`src/wdr_pkg.sv`:
```
// Purpose: Constants for the watchdog timer with reset flag logic
// Assumes: AHB-Lite register bus, 25 MHz system clock
// Notes: Register byte offsets are word aligned
package wdr_pkg;
  // Register byte offsets
  localparam logic [7:0] ADDR_CNT_CTRL = 8'h00;
  localparam logic [7:0] ADDR_RST_CTRL = 8'h04;
  // Write keys in the upper byte of a write
  localparam logic [7:0] KEY_COUNTER = 8'h5A;
  localparam logic [7:0] KEY_CONTROL = 8'hA5;
  // Control field positions
  localparam int BIT_OVF = 7;
  localparam int BIT_MODE = 6;
  localparam int BIT_RUN = 5;
  localparam int BIT_WDOG_RESET_FLAG = 7;
  localparam int BIT_RESET_PIN_DRIVE_ENABLE = 6;
  // Reset values
  localparam logic [7:0] CNT_RESET = 8'h00;
  localparam logic [2:0] CKS_RESET = 3'h0;
  // Reset pin pulse length in system clock periods
  localparam int RST_PULSE_CYCLES = 132;
  // Read-back filler for reserved bits
  localparam logic [7:0] CTRL_RSVD = 8'h18;
  localparam logic [7:0] RSTCTRL_RSVD = 8'h3F;
endpackage

```
`src/wdr_watchdog.sv`:
```
// Purpose: 8-bit watchdog / interval timer with reset status flag and reset pin drive
// Assumes: Single AHB-Lite master, word transfers only, zero-wait answers
// Notes: Prescaler taps are chosen by the clock select field; the internal reset is a pulse
// Notes on behaviour
// Reset flag matters only in watchdog mode with the timer enabled.
// Watchdog mode overflow sets the reset flag.
// That same overflow pulses the chip-wide internal reset.
// Counter write coinciding with a tick loads data and skips increment.
// Software stops the timer before changing clock select bits.
// Watchdog counting starts once mode and enable bits are both one.
// Interval mode overflow sets overflow flag and interrupt, no reset.
// With drive enable set, reset pin is held low 132 clocks.
// Writes carry a key in the upper byte; only lower byte is data.
//
// Design decisions made here: the placing of the registers and register access over AHB-Lite.
module wdr_watchdog
  import wdr_pkg::*;
(
  // Clock and reset
  input wire logic clk,
  input wire logic reset,
  // AHB-Lite slave
  input wire logic hsel,
  input wire logic [31:0] haddr,
  input wire logic [1:0] htrans,
  input wire logic hwrite,
  input wire logic [2:0] hsize,
  input wire logic [31:0] hwdata,
  input wire logic hready,
  output logic [31:0] hrdata,
  output logic hreadyout,
  output logic hresp,
  // Events out
  output logic intervalIrq,
  output logic chipResetPulse,
  // Reset pin, open drain
  output logic resetPinOut,
  output logic resetPinOe
);

  logic wrPend_q;
  logic [7:0] wrAddr_q;
  logic [7:0] timerCounter_q;
  logic overflowFlag_q;
  logic wdogModeSelect_q;
  logic timerRunEnable_q;
  logic [2:0] countClockSelect_q;
  logic wdogResetFlag_q;
  logic resetPinDriveEnable_q;
  logic [11:0] prescale_q;
  logic [11:0] prescale_d;
  logic tick;
  logic overflow;
  logic cntWrite;
  logic ctrlWrite;
  logic rstClrWrite;
  logic rstOeWrite;
  logic [7:0] pinCount_q;
  logic ovfSeenRead_q;
  logic rdCtrl;
  logic rdRst;

  // Address phase capture; only full word writes are ever acted on
  always_ff @(posedge clk or posedge reset)
  begin
    if (reset)
    begin
      wrPend_q <= 1'b0;
      wrAddr_q <= 8'h00;
    end
    else if (hready)
    begin
      wrPend_q <= hsel && htrans[1] && hwrite && (hsize == 3'h2);
      wrAddr_q <= haddr[7:0];
    end
  end

  // Write decode by key
  assign cntWrite = wrPend_q && wrAddr_q == ADDR_CNT_CTRL && hwdata[15:8] == KEY_COUNTER;
  assign ctrlWrite = wrPend_q && wrAddr_q == ADDR_CNT_CTRL && hwdata[15:8] == KEY_CONTROL;
  assign rstClrWrite = wrPend_q && wrAddr_q == ADDR_RST_CTRL && hwdata[15:8] == KEY_CONTROL
    && hwdata[7:0] == 8'h00;
  assign rstOeWrite = wrPend_q && wrAddr_q == ADDR_RST_CTRL && hwdata[15:8] == KEY_COUNTER;

  // Zero-wait slave, always OKAY
  assign hreadyout = 1'b1;
  assign hresp = 1'b0;

  // Prescaler free runs while enabled; a tap rising edge is one counter tick
  assign prescale_d = prescale_q + 12'h001;
  always_ff @(posedge clk or posedge reset)
  begin
    if (reset)
      prescale_q <= 12'h000;
    else if (!timerRunEnable_q)
      prescale_q <= 12'h000;
    else
      prescale_q <= prescale_d;
  end

  // Tap select; changing it mid-run can give spurious ticks
  always_comb
  begin
    case (countClockSelect_q)
      3'h0: tick = prescale_d[0] & ~prescale_q[0];
      3'h1: tick = prescale_d[1] & ~prescale_q[1];
      3'h2: tick = prescale_d[2] & ~prescale_q[2];
      3'h3: tick = prescale_d[4] & ~prescale_q[4];
      3'h4: tick = prescale_d[5] & ~prescale_q[5];
      3'h5: tick = prescale_d[6] & ~prescale_q[6];
      3'h6: tick = prescale_d[8] & ~prescale_q[8];
      default: tick = prescale_d[11] & ~prescale_q[11];
    endcase
  end

  // Counting begins when enabled; watchdog mode needs both bits set
  assign overflow = timerRunEnable_q && tick && !cntWrite && timerCounter_q == 8'hFF;

  // Counter: a keyed write wins over a coincident tick
  always_ff @(posedge clk or posedge reset)
  begin
    if (reset)
      timerCounter_q <= CNT_RESET;
    else if (cntWrite)
      timerCounter_q <= hwdata[7:0];
    else if (timerRunEnable_q && tick)
      timerCounter_q <= timerCounter_q + 8'h01;
  end

  // Control bits; overflow flag set wins over software clear
  always_ff @(posedge clk or posedge reset)
  begin
    if (reset)
    begin
      wdogModeSelect_q <= 1'b0;
      timerRunEnable_q <= 1'b0;
      countClockSelect_q <= CKS_RESET;
      overflowFlag_q <= 1'b0;
      ovfSeenRead_q <= 1'b0;
    end
    else
    begin
      if (ctrlWrite)
      begin
        wdogModeSelect_q <= hwdata[BIT_MODE];
        timerRunEnable_q <= hwdata[BIT_RUN];
        countClockSelect_q <= hwdata[2:0];
      end
      if (overflow && !wdogModeSelect_q)
        overflowFlag_q <= 1'b1;
      else if (ctrlWrite && !hwdata[BIT_OVF] && ovfSeenRead_q)
        overflowFlag_q <= 1'b0;
      // Clearing needs a read of the flag while set first
      if (rdCtrl && overflowFlag_q)
        ovfSeenRead_q <= 1'b1;
      else if (ctrlWrite)
        ovfSeenRead_q <= 1'b0;
    end
  end

  // Interval interrupt is a one-cycle request
  assign intervalIrq = overflow && !wdogModeSelect_q;
  // Internal reset only in watchdog mode with timer running
  assign chipResetPulse = overflow && wdogModeSelect_q;

  // Reset status flag: set wins over clear
  always_ff @(posedge clk or posedge reset)
  begin
    if (reset)
    begin
      wdogResetFlag_q <= 1'b0;
      resetPinDriveEnable_q <= 1'b0;
    end
    else
    begin
      if (chipResetPulse)
        wdogResetFlag_q <= 1'b1;
      else if (rstClrWrite)
        wdogResetFlag_q <= 1'b0;
      if (rstOeWrite)
        resetPinDriveEnable_q <= hwdata[BIT_RESET_PIN_DRIVE_ENABLE];
    end
  end

  // Reset pin pulse length counter
  always_ff @(posedge clk or posedge reset)
  begin
    if (reset)
      pinCount_q <= 8'h00;
    else if (chipResetPulse && resetPinDriveEnable_q)
      pinCount_q <= 8'(RST_PULSE_CYCLES);
    else if (pinCount_q != 8'h00)
      pinCount_q <= pinCount_q - 8'h01;
  end

  assign resetPinOe = pinCount_q != 8'h00;
  assign resetPinOut = 1'b0;

  // Read data latched at the address phase so it comes from a flop; it stands
  // for the whole data phase, and the flag seen by software is the one returned
  assign rdCtrl = hready && hsel && htrans[1] && !hwrite && haddr[7:0] == ADDR_CNT_CTRL;
  assign rdRst = hready && hsel && htrans[1] && !hwrite && haddr[7:0] == ADDR_RST_CTRL;
  always_ff @(posedge clk or posedge reset)
  begin
    if (reset)
      hrdata <= 32'h0000_0000;
    else if (rdCtrl)
      hrdata <= {16'h0000, timerCounter_q, overflowFlag_q, wdogModeSelect_q, timerRunEnable_q,
        CTRL_RSVD[4:3], countClockSelect_q};
    else if (rdRst)
      hrdata <= {24'h00_0000, wdogResetFlag_q, resetPinDriveEnable_q, RSTCTRL_RSVD[5:0]};
    else
      hrdata <= 32'h0000_0000;
  end

  // Checks
  reset_flag_a: assert property (@(posedge clk) disable iff (reset)
    chipResetPulse |=> wdogResetFlag_q) else $error("reset flag not set");
  reset_mode_a: assert property (@(posedge clk) disable iff (reset)
    wdogModeSelect_q && timerRunEnable_q && tick && !cntWrite && timerCounter_q == 8'hFF
    |-> chipResetPulse && !intervalIrq) else $error("watchdog overflow without reset");
  write_wins_a: assert property (@(posedge clk) disable iff (reset)
    cntWrite |=> timerCounter_q == $past(hwdata[7:0])) else $error("write lost");
  irq_nores_a: assert property (@(posedge clk) disable iff (reset)
    intervalIrq |-> !chipResetPulse ##1 overflowFlag_q) else $error("irq wrong");
  pin_pulse_a: assert property (@(posedge clk) disable iff (reset)
    chipResetPulse && resetPinDriveEnable_q |=> resetPinOe [*8]) else $error("pin");
  pin_len_a: assert property (@(posedge clk) disable iff (reset)
    $rose(resetPinOe) |-> ##131 resetPinOe ##1 !resetPinOe) else $error("pin length");
  key_guard_a: assert property (@(posedge clk) disable iff (reset)
    wrPend_q && hwdata[15:8] != KEY_COUNTER && hwdata[15:8] != KEY_CONTROL
    |=> $stable(timerCounter_q) || $past(tick)) else $error("keyless write");
  run_count_a: assert property (@(posedge clk) disable iff (reset)
    !timerRunEnable_q && !cntWrite |=> $stable(timerCounter_q)) else $error("count");
  ovf_irq_c: cover property (@(posedge clk) disable iff (reset) intervalIrq);
  wdog_rst_c: cover property (@(posedge clk) disable iff (reset) chipResetPulse);
  pin_drv_c: cover property (@(posedge clk) disable iff (reset) $fell(resetPinOe));
endmodule

```
`config.mk`:
```
export PLATFORM = sky130hd
export DESIGN_NAME = wdr_watchdog
export DESIGN_NICKNAME = d
export VERILOG_FILES = /design/src/wdr_pkg.sv /design/src/wdr_watchdog.sv
export SDC_FILE = /design/constraint.sdc
export NUM_CORES = 1
export LEC_CHECK = 0
export BUFFER_PORTS_ARGS = -buffer_cell sky130_fd_sc_hd__buf_4
export CAP_MARGIN = 20
export CORE_UTILIZATION = 45
export DETAILED_ROUTE_END_ITERATION = 6
export PLACE_DENSITY = 0.87
export SLEW_MARGIN = 20
export SYNTH_ARGS = -nofsm -noshare
export SYNTH_HDL_FRONTEND = slang
export SYNTH_SLANG_ARGS = --single-unit
```
`constraint.sdc`:
```
create_clock -name clk -period 3 [get_ports clk]
set_clock_uncertainty 0.1 [all_clocks]
set_input_delay 0.45 -clock clk [delete_from_list [all_inputs] [get_ports clk]]
set_output_delay 0.45 -clock clk [all_outputs]
set_load 0.005 [all_outputs]
```
==> flow_metrics.env, run 1 <==
export IMPL_drive_gt1_share_pct=35.7
export IMPL_met2_wirelength_um=3820
export IMPL_critPathArrivalTime_ps=2610
export IMPL_wl_per_cell_um=15.7
export IMPL_finalHoldViolCount=0
export IMPL_crit_type="register to output port"
export IMPL_grt_antenna_before_repair=0
export IMPL_critPathBufInv=1
export IMPL_via_per_inst=5.28
export IMPL_final_antenna_net_count=0
export IMPL_switchingPower_w=0.000403
export IMPL_p_total_w=0.00193
export IMPL_fmaxAchievable_mhz=317
export IMPL_rsz0062_at_grt="true"
export IMPL_finalWirelength_um=7030
export IMPL_synthCells=283
export IMPL_io_pins=112
export IMPL_globalRouteTotalUtil_pct=21.5
export IMPL_crit_reg2reg_launch="prescale_q[6]"
export IMPL_place_gp_congestion=0.795
export IMPL_holdWs_ps=50.3
export IMPL_overflow=0
export IMPL_finish_instance_area_mm2=0.00403
export IMPL_cts_hold_buf=0
export IMPL_r2r_end="timerCounter_q[7]"
export IMPL_cap_violations=0
export IMPL_critPathMaxFanout=4
export IMPL_sw_frac_of_total_pct=20.9
export IMPL_holdCritPathClass="primary input to asynchronous set/reset pin"
export IMPL_drv_slew=0
export IMPL_end_kind="output port"
export IMPL_p_int_w=0.00153
export IMPL_ys_ff_latch=61
export IMPL_clk_latency_ps=350
export IMPL_dpl_instance_area_mm2=0.00356
export IMPL_timing_final_crit_period_ps=3160
export IMPL_cp_slowest_stage_delay_ps=380
export IMPL_vias=2360
export IMPL_layout_commonest_cell="buf_4"
export IMPL_peakVddDrop_uv=235
export IMPL_portBuffers=51
export IMPL_period_share_pct=105
export IMPL_cp_slowest_cell="dfrtp_1"
export IMPL_rows=29
export IMPL_crit_family="simple AND/OR/NAND/NOR gates"
export IMPL_cts_inserted_buffers=9
export IMPL_clkTransAtPathRegs_ps=80
export IMPL_initial_core_util_pct=47.3
export IMPL_seq_power_share_pct=44.0
export IMPL_combPwrFrac_pct=5.8
export IMPL_m1WireLength_um=2680
export IMPL_die_h_um=84.2
export IMPL_timing_final_ws_setup_ps=-159
export IMPL_tightestPinTransition_ps=854
export IMPL_top_layer="met4"
export IMPL_grt_first_pass_wirelength_um=11600
export IMPL_drt_iter0_drc=165
export IMPL_yosysWarnings=0
export IMPL_avgSynthCellArea_um2=10.7
export IMPL_htree_num_levels=3
export IMPL_leakage_nw=1.84
export IMPL_layout_common_cells="buf_4 (80), dfrtp_1 (61), nor2_1 (24)"
export IMPL_die_w_um=84.2
export IMPL_ys_seq_area_share_pct=50.2
export IMPL_cp_common_cell="and3_4"
export IMPL_cts_sinks=61
export IMPL_cp_data_required_time_ps=2450
export IMPL_place_hpwl_um=4720
export IMPL_synth_edf_count=0
export IMPL_power_density_mw_per_mm2=479
export IMPL_path_cells="and3_4, and3_4, nor2b_4, and3_4, ha_4, mux4_2, nor2b_2, or3_4, nor4_4, buf_4"
export IMPL_dr_pass1_iters=7
export IMPL_setup_viol=4
export IMPL_fin_cells=447
export IMPL_ys_flop_type="dfrtp_1"
export IMPL_dpl_cell_count=422
export IMPL_root_buffer="clkbuf_8"
export IMPL_rr_worst_depth=12
export IMPL_max_slew_margin_rel_pct=42.6
export IMPL_pre_cts_ws_ps=-163
export IMPL_status="finished with violations"
export IMPL_cts_tree="done"
export IMPL_dieArea_mm2=0.00708
export IMPL_reg2reg_slack_ps=-50
export IMPL_async_flop_share_pct=100
export IMPL_grt_pass1_vias=2470
export IMPL_clockPowerShare_pct=50.2
export IMPL_violations="DRC, setup timing"
export IMPL_clk_path_buf_depth=2
export IMPL_nets=449
export IMPL_wl_met3_um=387
export IMPL_drc_errors=8
export IMPL_coreArea_mm2=0.00642
export IMPL_antenna_cells=0
export IMPL_synth_cell_types=40
export IMPL_syn_to_final_growth_pct=32.5
export IMPL_grt_max_degree=39
export IMPL_critPathLaunchType="register"
export IMPL_syn_area_mm2=0.00304
[cell usage after synthesis (all sizes together), types with 8 or more instances]
cell type   n  area, µm²
mux2       17        191
xnor2       9       78.8
inv        16       60.1
o21ai      10       50.0
nand3      10       50.1
and3        8       50.1
nand2      11       41.3
dfrtp      61       1530
nor2       24       90.1
buf        22        160
nor4       10       62.6
ha         10        125
and2       10       62.6
nor2b      13       83.8
[metal layers]
metal	global-route usage, %	vias to the layer above
li1	-	1100
met1	24.5	1168
met2	38.4	73
met3	6.10	19
met4	7.84	0
met5	0	-
[logic make-up (layout without fill, tap and decap cells)]
group	after synthesis	in the layout	share of synthesized area [%]
and+or+nand+nor	114	114	21.5
buffers and inverters	42	112	7.74
DFF	61	61	50.2
xor gates and xnor gates	14	14	4.04
other	2	19	0.247
AOI/OAI and AO/OA	20	20	4.32
adders and majority gates	10	10	4.12
muxes	20	20	7.83
[worst max path at each step]
stage / startpoint / to / depth (start not counted)
final: prescale_q[6] / chipResetPulse / 10
after global routing: prescale_q[6] / chipResetPulse / 10
after CTS: prescale_q[6] / chipResetPulse / 10
after detailed placement: prescale_q[6] / chipResetPulse / 10
after global placement: prescale_q[4] / chipResetPulse / 10
after floorplan: prescale_q[4] / timerCounter_q[1] / 11
[area by class of cell]
class / count / area [µm²]
fillers: 472 / 2400
flip-flops and latches: 61 / 1530
clock buffers: 9 / 124
multi-input cells: 197 / 1480
repair buffers: 80 / 601
well taps: 77 / 96.3
inverters: 16 / 60.1
clock inverters: 7 / 138
[state kept, by name, summed over array words and instances, names as in the netlist, 3 cells and up]
signal              count
hrdata                 15
timerCounter_q          8
prescale_q             12
pinCount_q              8
countClockSelect_q      3
wrAddr_q                8
[worst reg2reg max path, cell delays in order, from the launching register on]
cell     delay [ps]
dfrtp_1         380
and3_4          200
and3_4          170
nor2b_4         140
and3_4          190
ha_4            120
mux4_2          240
nor2b_2          50
or3_4           380
buf_4           150
buf_4           140
or3_4           360
a221o_1         300
[power by group through the flow]
stage	clock, W	sequential, W	combinational (W)
global route	0.00102	0.000851	0.000124
detailed placement	0	0.000864	0.000105
finish	0.000967	0.000849	0.000112
floorplan	0	0.000860	0.0000714
global placement	0	0.000863	0.000101
CTS	0.000974	0.000848	0.000108
[through the flow]
| step | TNS [ps] | utilization, % |
|---|---|---|
| after floorplan | 0 | - |
| after global placement | -5.30 | 55.4 |
| after detailed placement | -171 | 55.4 |
| after CTS | -132 | 61.9 |
| after global routing | -814 | 62.7 |
| final | -309 | 62.7 |
[timing repair]
item,CTS,global route
pin swaps,5,5
setup endpoints to repair,4,8
hold endpoints to repair,0,0
resized for setup,18,8
setup buffers,10,1
Power figures use the tool's default switching activity.
==> run 2, diff against run 1 <==
CELL_PAD_IN_SITES_DETAIL_PLACEMENT = 1   (was unset)
CELL_PAD_IN_SITES_GLOBAL_PLACEMENT = 1   (was unset)
CORE_UTILIZATION = 34   (was 45)
TNS_END_PERCENT = 1   (was unset)
==> flow_metrics.env, run 2 (same netlist as run 1, synthesis figures left out) <==
export IMPL_status="finished with violations"
export IMPL_violations="DRC, setup timing"
export IMPL_critPathMaxFanout=3
export IMPL_cp_common_cell="and3_4"
export IMPL_grt_antenna_before_repair=0
export IMPL_p_total_w=0.00169
export IMPL_place_gp_congestion=0.813
export IMPL_dpl_cell_count=452
export IMPL_combPwrFrac_pct=6.5
export IMPL_holdCritPathClass="primary input to asynchronous set/reset pin"
export IMPL_cts_hold_buf=0
export IMPL_rows=34
export IMPL_critPathArrivalTime_ps=2540
export IMPL_overflow=0
export IMPL_clockPowerShare_pct=43.3
export IMPL_die_w_um=96.5
export IMPL_clkTransAtPathRegs_ps=70
export IMPL_drt_iter0_drc=88
export IMPL_clk_latency_ps=340
export IMPL_cap_violations=0
export IMPL_path_cells="and3_4, and3_4, nor2b_4, and3_4, ha_4, mux4_2, nor2b_2, or3_4, nor4_4, buf_4"
export IMPL_antenna_cells=0
export IMPL_drv_slew=0
export IMPL_timing_final_crit_period_ps=3090
export IMPL_rsz0062_at_grt="true"
export IMPL_io_pins=112
export IMPL_htree_num_levels=3
export IMPL_grt_pass1_vias=2569
export IMPL_portBuffers=51
export IMPL_root_buffer="clkbuf_8"
export IMPL_initial_core_util_pct=35.0
export IMPL_layout_common_cells="buf_4 (76), dfrtp_1 (61), nor2_1 (24)"
export IMPL_power_density_mw_per_mm2=430
export IMPL_die_h_um=96.5
export IMPL_crit_reg2reg_launch="prescale_q[0]"
export IMPL_finalWirelength_um=7620
export IMPL_dieArea_mm2=0.00932
export IMPL_fmaxAchievable_mhz=323
export IMPL_place_hpwl_um=5240
export IMPL_cts_tree="done"
export IMPL_tightestPinTransition_ps=709
export IMPL_grt_max_degree=35
export IMPL_regMostFlops="hrdata"
export IMPL_nets=445
export IMPL_dr_pass1_iters=6
export IMPL_switchingPower_w=0.000374
export IMPL_period_share_pct=103
export IMPL_end_kind="output port"
export IMPL_cp_data_required_time_ps=2450
export IMPL_cp_slowest_stage_delay_ps=370
export IMPL_critPathBufInv=1
export IMPL_largest_reg_flops=15
export IMPL_crit_family="simple AND/OR/NAND/NOR gates"
export IMPL_p_int_w=0.00132
export IMPL_max_slew_margin_rel_pct=52.7
export IMPL_sw_frac_of_total_pct=22.1
export IMPL_crit_type="register to output port"
export IMPL_cts_sinks=61
export IMPL_globalRouteTotalUtil_pct=18.0
export IMPL_final_antenna_net_count=0
export IMPL_syn_to_final_growth_pct=29.7
export IMPL_vias=2373
export IMPL_seq_power_share_pct=50.2
export IMPL_top_regs="hrdata: 15 flops, prescale_q: 12 flops"
export IMPL_pre_cts_ws_ps=-102
export IMPL_via_per_inst=5.02
export IMPL_drc_errors=1
export IMPL_setup_viol=9
export IMPL_reg2reg_slack_ps=-80
export IMPL_cp_slowest_cell="or3_4"
export IMPL_cts_inserted_buffers=9
export IMPL_layout_commonest_cell="buf_4"
export IMPL_timing_final_ws_setup_ps=-92.7
export IMPL_clk_path_buf_depth=2
export IMPL_finalHoldViolCount=0
export IMPL_coreArea_mm2=0.00868
export IMPL_rr_worst_depth=11
export IMPL_critPathLaunchType="register"
export IMPL_drive_gt1_share_pct=33.2
export IMPL_fin_cells=473
export IMPL_grt_first_pass_wirelength_um=12400
export IMPL_peakVddDrop_uv=166
export IMPL_wl_per_cell_um=16.1
export IMPL_r2r_end="timerCounter_q[1]"
export IMPL_leakage_nw=1.78
-- run 2: worst register-to-register path, stage by stage (launching register included) --
cell	delay, ps
dfrtp_1	420
ha_1	250
and3_4	170
and3_1	180
ha_1	190
mux4_2	470
nor2b_2	150
or3_4	180
buf_4	130
buf_4	130
mux2_1	320
mux2_2	270
-- run 2: worst max path at each step --
| stage | slack [ps] | cells after the start | start | end |
|---|---|---|---|---|
| 6_report | -90 | 10 | prescale_q[5] | chipResetPulse |
| 5_1_grt | -200 | 10 | prescale_q[6] | chipResetPulse |
| 4_1_cts | -90 | 10 | prescale_q[6] | chipResetPulse |
| 3_5_place_dp | -100 | 11 | prescale_q[4] | intervalIrq |
| 3_3_place_gp | -10 | 11 | prescale_q[4] | chipResetPulse |
| 2_1_floorplan | 70 | 11 | prescale_q[4] | timerCounter_q[1] |
-- run 2: per-layer routing --
metal	track usage [%]	wire, µm
met1	19.3	3010
met4	9.31	216
met2	33.9	4150
met3	2.58	242
met5	0	0
-- run 2: timing repair --
item	in CTS	in global routing
setup buffers	8	0
pin swaps	5	1
gates resized for setup	17	4
hold endpoints to repair	0	0
setup endpoints to repair	3	9
-- run 2: power groups by stage --
stage | Clock (W) | Sequential [W] | Combinational [W]
finish | 0.000733 | 0.000849 | 0.000110
CTS | 0.000744 | 0.000849 | 0.000109
detailed placement | 0 | 0.000864 | 0.000106
global placement | 0 | 0.000863 | 0.000102
floorplan | 0 | 0.000860 | 0.0000714
global route | 0.000787 | 0.000850 | 0.000123
-- run 2: cell type report --
cell class / count / area (µm²)
well taps: 108 / 135
repair buffers: 76 / 571
flip-flops and latches: 61 / 1530
fillers: 997 / 4740
multi-input cells: 197 / 1450
clock buffers: 14 / 163
inverters: 16 / 60.1
clock inverters: 1 / 30.0
-- run 2: per-stage QoR --
stage               utilization (%)  hold slack (ps)  area (µm²)  setup TNS, ps
floorplan                         -              371        3100              0
CTS                            45.1              146        3920           -252
finish                         45.4              133        3940           -413
global placement               41.3              392        3590          -26.8
global route                   45.4              173        3940          -1460
detailed placement             41.3              402        3590           -197
